## src/pkg/dcg_pkg.sv

```systemverilog
/*
  constants for the debug command gate: command codes, framing, timing.
  assumes a single core clock at 250 MHz and a fixed bit rate.
*/
package dcg_pkg;
  // command codes
  localparam logic [7:0] DCG_REV_RD   = 8'h00;
  localparam logic [7:0] DCG_CNT_WR   = 8'h01;
  localparam logic [7:0] DCG_STAT_RD  = 8'h02;
  localparam logic [7:0] DCG_CNT_RD   = 8'h03;
  localparam logic [7:0] DCG_CTL_WR   = 8'h04;
  localparam logic [7:0] DCG_CTL_RD   = 8'h05;
  localparam logic [7:0] DCG_PC_WR    = 8'h06;
  localparam logic [7:0] DCG_PC_RD    = 8'h07;
  localparam logic [7:0] DCG_REG_WR   = 8'h08;
  localparam logic [7:0] DCG_REG_RD   = 8'h09;
  localparam logic [7:0] DCG_PMEM_WR  = 8'h0A;
  localparam logic [7:0] DCG_DMEM_RD  = 8'h0D;
  localparam logic [7:0] DCG_CRC_RD   = 8'h0E;
  localparam logic [7:0] DCG_RSVD_0F  = 8'h0F;
  localparam logic [7:0] DCG_STEP     = 8'h10;
  localparam logic [7:0] DCG_EXEC     = 8'h12;
  // peripheral control window, top nibble of the 12-bit address
  localparam logic [3:0] DCG_PERIPH_HI = 4'hF;
  // flash control register address and mass-erase value (arbitrary)
  localparam logic [11:0] DCG_FLASH_CTL_ADDR = 12'hFF8;
  localparam logic [7:0]  DCG_MASS_ERASE     = 8'h63;
  // control register layout and reset
  localparam int          DCG_DBG_MODE_BIT = 7;
  localparam logic [7:0]  DCG_CTL_RST      = 8'h00;
  localparam logic [15:0] DCG_CNT_RST      = 16'h0000;
  // serial framing: 1 start, 8 data lsb first, 1 stop
  localparam int DCG_DATA_BITS = 8;
  localparam int DCG_CLK_MHZ   = 250;
  localparam int DCG_BIT_NS    = 64;
  localparam int DCG_BIT_CYC   = (DCG_BIT_NS * DCG_CLK_MHZ) / 1000;
  localparam int DCG_HALF_CYC  = DCG_BIT_CYC / 2;
  // register-write byte count, zero size meaning 256
  localparam logic [8:0] DCG_SIZE_FULL = 9'h100;
endpackage

```

## src/verilog/dcg_byte_rx.sv

```systemverilog
/*
  byte receiver for the debug serial pin.
  assumes the pin idles high and runs at the fixed bit rate of the package.
*/
`timescale 1ns/10ps
module dcg_byte_rx (
  input  wire logic       core_clk,
  input  wire logic       rstn,
  input  wire logic       pin_in,
  output logic            byte_valid,
  output logic [7:0]      byte_data
);
  import dcg_pkg::*;

  ////////////////////////////////////////////////////////////////////////////
  logic [2:0] sync_q;
  logic       lvl_q, lvl_d;
  logic       busy_q, busy_d;
  logic [3:0] bit_q, bit_d;
  logic [7:0] cyc_q, cyc_d;
  logic [7:0] shf_q, shf_d;
  logic       vld_q, vld_d;
  logic [7:0] dat_q, dat_d;

  // a change counts once stages two and three agree
  always_comb begin
    lvl_d  = (sync_q[1] == sync_q[2]) ? sync_q[2] : lvl_q;
    busy_d = busy_q;
    bit_d  = bit_q;
    cyc_d  = cyc_q;
    shf_d  = shf_q;
    vld_d  = 1'b0;
    dat_d  = dat_q;
    if (!busy_q) begin
      if (lvl_q && !lvl_d) begin
        busy_d = 1'b1;
        bit_d  = 4'h0;
        cyc_d  = 8'(DCG_HALF_CYC);
      end
    end else if (cyc_q != 8'h00) begin
      cyc_d = cyc_q - 8'h01;
    end else begin
      cyc_d = 8'(DCG_BIT_CYC - 1);
      bit_d = bit_q + 4'h1;
      if (bit_q == 4'h0) begin
        if (lvl_q) begin
          busy_d = 1'b0;  // glitch, not a start bit
        end
      end else if (bit_q <= 4'(DCG_DATA_BITS)) begin
        shf_d = {lvl_q, shf_q[7:1]};
      end else begin
        busy_d = 1'b0;
        if (lvl_q) begin
          vld_d = 1'b1;
          dat_d = shf_q;
        end
      end
    end
  end

  always_ff @(posedge core_clk or negedge rstn) begin
    if (!rstn) begin
      sync_q <= 3'h7;
      lvl_q  <= 1'b1;
      busy_q <= 1'b0;
      bit_q  <= 4'h0;
      cyc_q  <= 8'h00;
      shf_q  <= 8'h00;
      vld_q  <= 1'b0;
      dat_q  <= 8'h00;
    end else begin
      sync_q <= {sync_q[1:0], pin_in};
      lvl_q  <= lvl_d;
      busy_q <= busy_d;
      bit_q  <= bit_d;
      cyc_q  <= cyc_d;
      shf_q  <= shf_d;
      vld_q  <= vld_d;
      dat_q  <= dat_d;
    end
  end

  assign byte_valid = vld_q;
  assign byte_data  = dat_q;
endmodule

```

## src/verilog/dcg_gate.sv

```systemverilog
/*
  command decoder and permission gate of the on-chip debugger.
  assumes the host frames bytes correctly and answers are sent elsewhere.
*/
// Notes on behaviour
// - every debugger operation arrives as a command byte on the pin
// - outside debug mode only codes 00, 02, 04, 05 are accepted
// - in debug mode all defined codes run unless read protection bars
// - read protection stops code memory contents reaching the host
// - read protection refuses 06, 07, 0A to 0D, 10 to 12
// - under read protection control writes may set, never clear, debug
// - protected register writes land only in F00 to FFF
// - protected writes to flash control carry only mass erase
// - protected register reads give real data only for F00 to FFF
// - 01 writes the counter, debug mode only, not protection gated
// - 02 reads status in any mode, never gated
// - 03 reads the counter, not protection gated
// - 04 writes the control register in any mode
// - 05 reads the control register in any mode, never gated
// - 0E asks for a program memory checksum, not protection gated
// - bytes are one start, eight data lsb first, one stop
// - debug mode follows the control register debug bit
`timescale 1ns/10ps
module dcg_gate (
  input  wire logic                 core_clk,
  input  wire logic                 rstn,
  input  wire logic                 debug_serial_pin_in,
  output logic                      debug_serial_pin_out,
  output logic                      debug_serial_pin_oe,
  input  wire logic                 read_protect_option,
  input  wire logic [11:0]          reg_rd_addr,
  output logic                      reg_rd_allow,
  output logic                      code_read_block,
  output logic                      cmd_valid,
  output logic [7:0]                cmd_code,
  output logic                      cmd_allowed,
  output logic                      reg_wr_en,
  output logic [11:0]               reg_wr_addr,
  output logic [7:0]                reg_wr_data,
  output logic [7:0]                debugger_control_reg,
  output logic [15:0]               debugger_counter,
  output logic                      debug_mode_bit
);
  import dcg_pkg::*;

  ////////////////////////////////////////////////////////////////////////////
  // byte stream from the pin
  logic       rx_vld;
  logic [7:0] rx_byte;

  dcg_byte_rx u_rx (
    .core_clk   (core_clk),
    .rstn       (rstn),
    .pin_in     (debug_serial_pin_in),
    .byte_valid (rx_vld),
    .byte_data  (rx_byte)
  );

  // answers go out through another block, this one never pulls the pin
  assign debug_serial_pin_out = 1'b0;
  assign debug_serial_pin_oe  = 1'b0;

  ////////////////////////////////////////////////////////////////////////////
  typedef enum logic [2:0] {
    DCG_S_CMD    = 3'h0,
    DCG_S_ADR_HI = 3'h1,
    DCG_S_ADR_LO = 3'h3,
    DCG_S_SIZE   = 3'h2,
    DCG_S_DATA   = 3'h6,
    DCG_S_CTL    = 3'h7,
    DCG_S_CNT_HI = 3'h5,
    DCG_S_CNT_LO = 3'h4
  } dcg_state_e;

  function automatic logic dcg_permit(input logic [7:0] code,
                                      input logic dbg, input logic rp);
    logic ok;
    ok = 1'b0;
    if (!dbg) begin
      ok = (code == DCG_REV_RD) || (code == DCG_STAT_RD) ||
           (code == DCG_CTL_WR) || (code == DCG_CTL_RD);
    end else if ((code <= DCG_CRC_RD) ||
                 (code >= DCG_STEP && code <= DCG_EXEC)) begin
      ok = 1'b1;
      if (rp && ((code == DCG_PC_WR) || (code == DCG_PC_RD) ||
                 (code >= DCG_PMEM_WR && code <= DCG_DMEM_RD) ||
                 (code >= DCG_STEP))) begin
        ok = 1'b0;
      end
    end
    // 0F and 13..FF fall through as refused
    return ok;
  endfunction

  ////////////////////////////////////////////////////////////////////////////
  dcg_state_e  st_q, st_d;
  logic [7:0]  ctl_q, ctl_d;
  logic [15:0] cnt_q, cnt_d;
  logic [7:0]  cnt_hi_q, cnt_hi_d;
  logic [11:0] adr_q, adr_d;
  logic [8:0]  left_q, left_d;
  logic        wr_ok_q, wr_ok_d;
  logic        cv_q, cv_d;
  logic [7:0]  cc_q, cc_d;
  logic        ca_q, ca_d;
  logic        we_q, we_d;
  logic [11:0] wa_q, wa_d;
  logic [7:0]  wd_q, wd_d;
  logic        rd_ok_q, rd_ok_d;
  logic        rp_q, rp_d;
  logic        dbg;
  logic        land;

  assign dbg = ctl_q[DCG_DBG_MODE_BIT];

  always_comb begin
    st_d     = st_q;
    ctl_d    = ctl_q;
    cnt_d    = cnt_q;
    cnt_hi_d = cnt_hi_q;
    adr_d    = adr_q;
    left_d   = left_q;
    wr_ok_d  = wr_ok_q;
    cv_d     = 1'b0;
    cc_d     = cc_q;
    ca_d     = ca_q;
    we_d     = 1'b0;
    wa_d     = wa_q;
    wd_d     = wd_q;
    land     = 1'b0;
    rp_d     = read_protect_option;
    rd_ok_d  = dbg && (!read_protect_option ||
               reg_rd_addr[11:8] == DCG_PERIPH_HI);
    if (rx_vld) begin
      unique case (st_q)
        DCG_S_CMD: begin
          // every byte here is a command
          cv_d = 1'b1;
          cc_d = rx_byte;
          ca_d = dcg_permit(rx_byte, dbg, rp_q);
          if (rx_byte == DCG_CTL_WR) begin
            st_d = DCG_S_CTL;
          end else if (rx_byte == DCG_CNT_WR) begin
            st_d = DCG_S_CNT_HI;
          end else if (rx_byte == DCG_REG_WR) begin
            st_d    = DCG_S_ADR_HI;
            wr_ok_d = dbg;
          end
          // 02, 03, 05, 0E need no operand here
        end
        DCG_S_CTL: begin
          st_d  = DCG_S_CMD;
          ctl_d = rx_byte;
          if (rp_q && dbg) begin
            ctl_d[DCG_DBG_MODE_BIT] = 1'b1;
          end
        end
        DCG_S_CNT_HI: begin
          st_d     = DCG_S_CNT_LO;
          cnt_hi_d = rx_byte;
        end
        DCG_S_CNT_LO: begin
          st_d = DCG_S_CMD;
          if (dbg) begin
            cnt_d = {cnt_hi_q, rx_byte};
          end
        end
        DCG_S_ADR_HI: begin
          st_d  = DCG_S_ADR_LO;
          adr_d = {rx_byte[3:0], adr_q[7:0]};
        end
        DCG_S_ADR_LO: begin
          st_d  = DCG_S_SIZE;
          adr_d = {adr_q[11:8], rx_byte};
        end
        DCG_S_SIZE: begin
          st_d   = DCG_S_DATA;
          left_d = (rx_byte == 8'h00) ? DCG_SIZE_FULL : {1'b0, rx_byte};
        end
        DCG_S_DATA: begin
          land = wr_ok_q;
          if (rp_q) begin
            land = land && (adr_q[11:8] == DCG_PERIPH_HI);
            if (adr_q == DCG_FLASH_CTL_ADDR) begin
              land = land && (rx_byte == DCG_MASS_ERASE);
            end
          end
          we_d   = land;
          wa_d   = adr_q;
          wd_d   = rx_byte;
          adr_d  = adr_q + 12'h001;
          left_d = left_q - 9'h001;
          if (left_q == 9'h001) begin
            st_d = DCG_S_CMD;
          end
        end
      endcase
    end
  end

  always_ff @(posedge core_clk or negedge rstn) begin
    if (!rstn) begin
      st_q     <= DCG_S_CMD;
      ctl_q    <= DCG_CTL_RST;
      cnt_q    <= DCG_CNT_RST;
      cnt_hi_q <= 8'h00;
      adr_q    <= 12'h000;
      left_q   <= 9'h000;
      wr_ok_q  <= 1'b0;
      cv_q     <= 1'b0;
      cc_q     <= 8'h00;
      ca_q     <= 1'b0;
      we_q     <= 1'b0;
      wa_q     <= 12'h000;
      wd_q     <= 8'h00;
      rd_ok_q  <= 1'b0;
      rp_q     <= 1'b1;
    end else begin
      st_q     <= st_d;
      ctl_q    <= ctl_d;
      cnt_q    <= cnt_d;
      cnt_hi_q <= cnt_hi_d;
      adr_q    <= adr_d;
      left_q   <= left_d;
      wr_ok_q  <= wr_ok_d;
      cv_q     <= cv_d;
      cc_q     <= cc_d;
      ca_q     <= ca_d;
      we_q     <= we_d;
      wa_q     <= wa_d;
      wd_q     <= wd_d;
      rd_ok_q  <= rd_ok_d;
      rp_q     <= rp_d;
    end
  end

  ////////////////////////////////////////////////////////////////////////////
  // protection held from reset until sampled, safer than open
  assign code_read_block      = rp_q;
  assign reg_rd_allow         = rd_ok_q;
  assign cmd_valid            = cv_q;
  assign cmd_code             = cc_q;
  assign cmd_allowed          = ca_q;
  assign reg_wr_en            = we_q;
  assign reg_wr_addr          = wa_q;
  assign reg_wr_data          = wd_q;
  assign debugger_control_reg = ctl_q;
  assign debugger_counter     = cnt_q;
  assign debug_mode_bit       = dbg;
endmodule

```

## config.mk

```make
export PLATFORM = sky130hd
export DESIGN_NAME = dcg_gate
export DESIGN_NICKNAME = d
export VERILOG_FILES = /design/src/pkg/dcg_pkg.sv /design/src/verilog/dcg_byte_rx.sv /design/src/verilog/dcg_gate.sv
export SDC_FILE = /design/constraint.sdc
export NUM_CORES = 1
export LEC_CHECK = 0
export BUFFER_PORTS_ARGS = -buffer_cell sky130_fd_sc_hd__buf_4
export CORE_MARGIN = 2
export CORE_UTILIZATION = 56
export DETAILED_ROUTE_END_ITERATION = 6
export GPL_TIMING_DRIVEN = 0
export PLACE_DENSITY = 0.81
export SLEW_MARGIN = 40
export SYNTH_ARGS = -nofsm -noshare
export SYNTH_HDL_FRONTEND = slang
export SYNTH_SLANG_ARGS = --single-unit
```

## constraint.sdc

```tcl
create_clock -name core_clk -period 2.15 [get_ports core_clk]
set_input_delay 0.43 -clock core_clk [delete_from_list [all_inputs] [get_ports core_clk]]
set_output_delay 0.43 -clock core_clk [all_outputs]
set_load 0.01 [all_outputs]
```

==> results_dict.tcl <==
set metrics [dict create \
    drc_errors 1 \
    die_area_mm2 0.0110 \
    path_max_fanout 7 \
    synth_commonest_cells "dfrtp_1, nand2_1, mux2_2" \
    hp-class "primary input to register" \
    synth_cell_types 63 \
    dp.cells 731 \
    synth_area_mm2 0.00572 \
    rows 36 \
    min_period_over_period 0.975 \
    gr-total-overflow 0 \
    layout.cells.non_filler 765 \
    holdWs_ns 0.0244 \
    slew_viol_final 0 \
    clockBufferDepth 2 \
    drt_iter0_drc 448 \
    synth.area.top_cells "dfrtp_1, mux2_2, nand2_1" \
    setup_viol 0 \
    grtUsageTotal 0.268 \
    ant_nets 0 \
    grt_max_degree 64 \
    synth_top_area_cell "dfrtp_1" \
    area_delta_synth_final_pct 23.1 \
    fmax_mhz 477 \
    ios 76 \
    synth_async_sr_flop_share 1.00 \
    grt_pass1_vias 4722 \
    nets 643 \
    die_x_um 105 \
    syn_inst 531 \
    synth_top_area_share 0.521 \
    start_kind "register" \
    grt_pass1_wl_um 23400 \
    dp_hpwl_um 8820 \
    diodes 0 \
    synthFlopType "dfrtp_1" \
    fin_crit_ns 2.10 \
    gp_congestion 0.898 \
    crit_type "register to register" \
    dieHeight_um 105 \
    h-tree-depth 4 \
    cp-end-kind "register" \
    synth.most_common_cell "dfrtp_1" \
    utilization 0.716 \
    clk_pin_slew_ns 0.06 \
    num_vias 4697 \
    status "complete, but fails checks" \
    wl_per_cell_um 18.6 \
    arrival_ns 2.50 \
    met2WireLength_um 6870 \
    drt_pass1_iterations 7 \
    start_util 0.582 \
    cts_tree "done" \
    slew_headroom 0.489 \
    core_area_mm2 0.00982 \
    avgSynthCellArea_um2 10.8 \
    pwr_density_cell_mw_per_mm2 834 \
    hold_viol_final 0 \
    largest_reg_flops 16 \
    wirelength_um 14300 \
    maxCapViolCount 0 \
    fin_total_pwr_mw 5.87 \
    ys_seq_area_frac 0.544 \
    required_ns 2.55 \
    antenna_found_initial 0 \
    fin_skew_ns 0.0132 \
    ir_drop_mv 0.495 \
    tns_ns 0 \
    highest_layer "met4" \
    clk_latency_ns 0.52 \
    worstMarginPinSlew_ns 0.767 \
    synth_seq_cells 124 \
    met3_length_um 1070 \
    numPortBuffers 65 \
    viasPerCell 6.14 \
    cts_num_sinks 124 \
    rsz0062_at_grt "false" \
    r2r_setup_slack_ns 0.05 \
    drive_above_1_share 0.285 \
    cts_made_buffers 17 \
    wl_met1_um 5760 \
    yosysWarnings 0 \
    violations "design-rule violations" \
    leakage_nw 3.38 \
    synth_edf_count 0 \
    cts-root-buf "clkbuf_8" \
]
[cell families (layout without fill, tap and decap cells)]
| family | Yosys count | after routing | synth area share |
|---|---|---|---|
| multiplexers | 59 | 59 | 0.116 |
| AND/OR/NAND/NOR | 168 | 168 | 0.152 |
| flip-flops | 124 | 124 | 0.544 |
| adder cells (fa/ha/maj) | 9 | 9 | 0.0193 |
| AO/OA/AOI/OAI | 112 | 112 | 0.120 |
| XOR/XNOR | 6 | 6 | 0.00919 |
| other | 1 | 2 | 0.000656 |
| buffers and inverters | 52 | 152 | 0.0390 |
[routing by layer]
metal	vias up	track usage
li1	2088	-
met5	-	0
met1	2307	0.337
met3	68	0.0736
met4	0	0.117
met2	234	0.437
[worst max-delay path: stages, from the launching register on]
cell and delay [ns]:
dfrtp_1 0.52, or3_1 0.48, o31ai_1 0.40, nand4_1 0.24, mux2_2 0.34
[metrics by stage]
step	worst slack [ns]	cell area [um2]
floorplan	0.183	5720
global placement	0.0317	6370
detailed placement	-0.0297	6410
CTS	0.00143	7000
global route	0.00414	7040
finish	0.0535	7040
[path summary, 6_finish.rpt]
path	from	to	cells after the start
max in group asynchronous	rstn	u_rx.byte_valid$_DFF_PN0_	3
hold reg to reg	u_rx.sync_q[0]$_DFF_PN1_	u_rx.sync_q[1]$_DFF_PN1_	0
setup / recovery	u_rx.byte_data[7]$_DFFE_PN0P_	st_q[0]$_DFFE_PN0P_	4
min in group asynchronous	rstn	left_q[3]$_DFFE_PN0P_	2
setup reg to reg	u_rx.byte_data[7]$_DFFE_PN0P_	st_q[0]$_DFFE_PN0P_	4
hold / removal	read_protect_option	code_read_block$_DFF_PN1_	1
[final cells by class]
type / instances / area (um2)
Timing Repair Buffer: 68 / 543
Multi-Input combinational cell: 356 / 2420
Fill cell: 670 / 2780
Clock buffer: 17 / 414
Inverter: 17 / 63.8
Clock inverter: 15 / 151
Tap cell: 133 / 166
Buffer: 35 / 163
Sequential cell: 124 / 3110
[power breakdown]
group,total (mW),internal [mW],switching (mW)
Sequential,2.59,2.44,0.141
Clock,2.73,1.57,1.16
Combinational,0.549,0.223,0.325
Total,5.87,4.24,1.63
[timing repair]
| action | in CTS | in global routing |
|---|---|---|
| buffers inserted | 0 | 0 |
| gates resized for setup | 2 | 10 |
| pin swaps | 0 | 0 |
| endpoints found under the hold margin | 57 | 1 |
| endpoints found under the setup margin | 18 | 38 |
| hold buffers | 1 | 1 |
[cell usage in the layout, fill, tap and decap left out, types with 3 or more instances in the layout]
master       n
nand2b_1     3
a21oi_1     28
nor2_1      25
ha_1         8
clkbuf_1    20
a41oi_1      3
o21bai_1     3
nand4b_1     5
buf_4       70
and3b_1      4
or3_1        3
a31oi_1      5
o211ai_1     3
and4_1       5
nor3_1      10
o21ai_0     39
dfstp_2      5
nand3_1     10
mux2_2      55
xnor2_1      3
and2_1       3
a32oi_1      3
dfrtp_1    119
nand2_1     69
nand4_1      7
inv_6        7
nor3b_1      4
mux2i_1      3
clkbuf_2     3
o22ai_1      4
inv_1       17
and3_1       3
xor2_1       3
clkbuf_16   16
buf_2        4
Power figures use the tool's default switching activity.
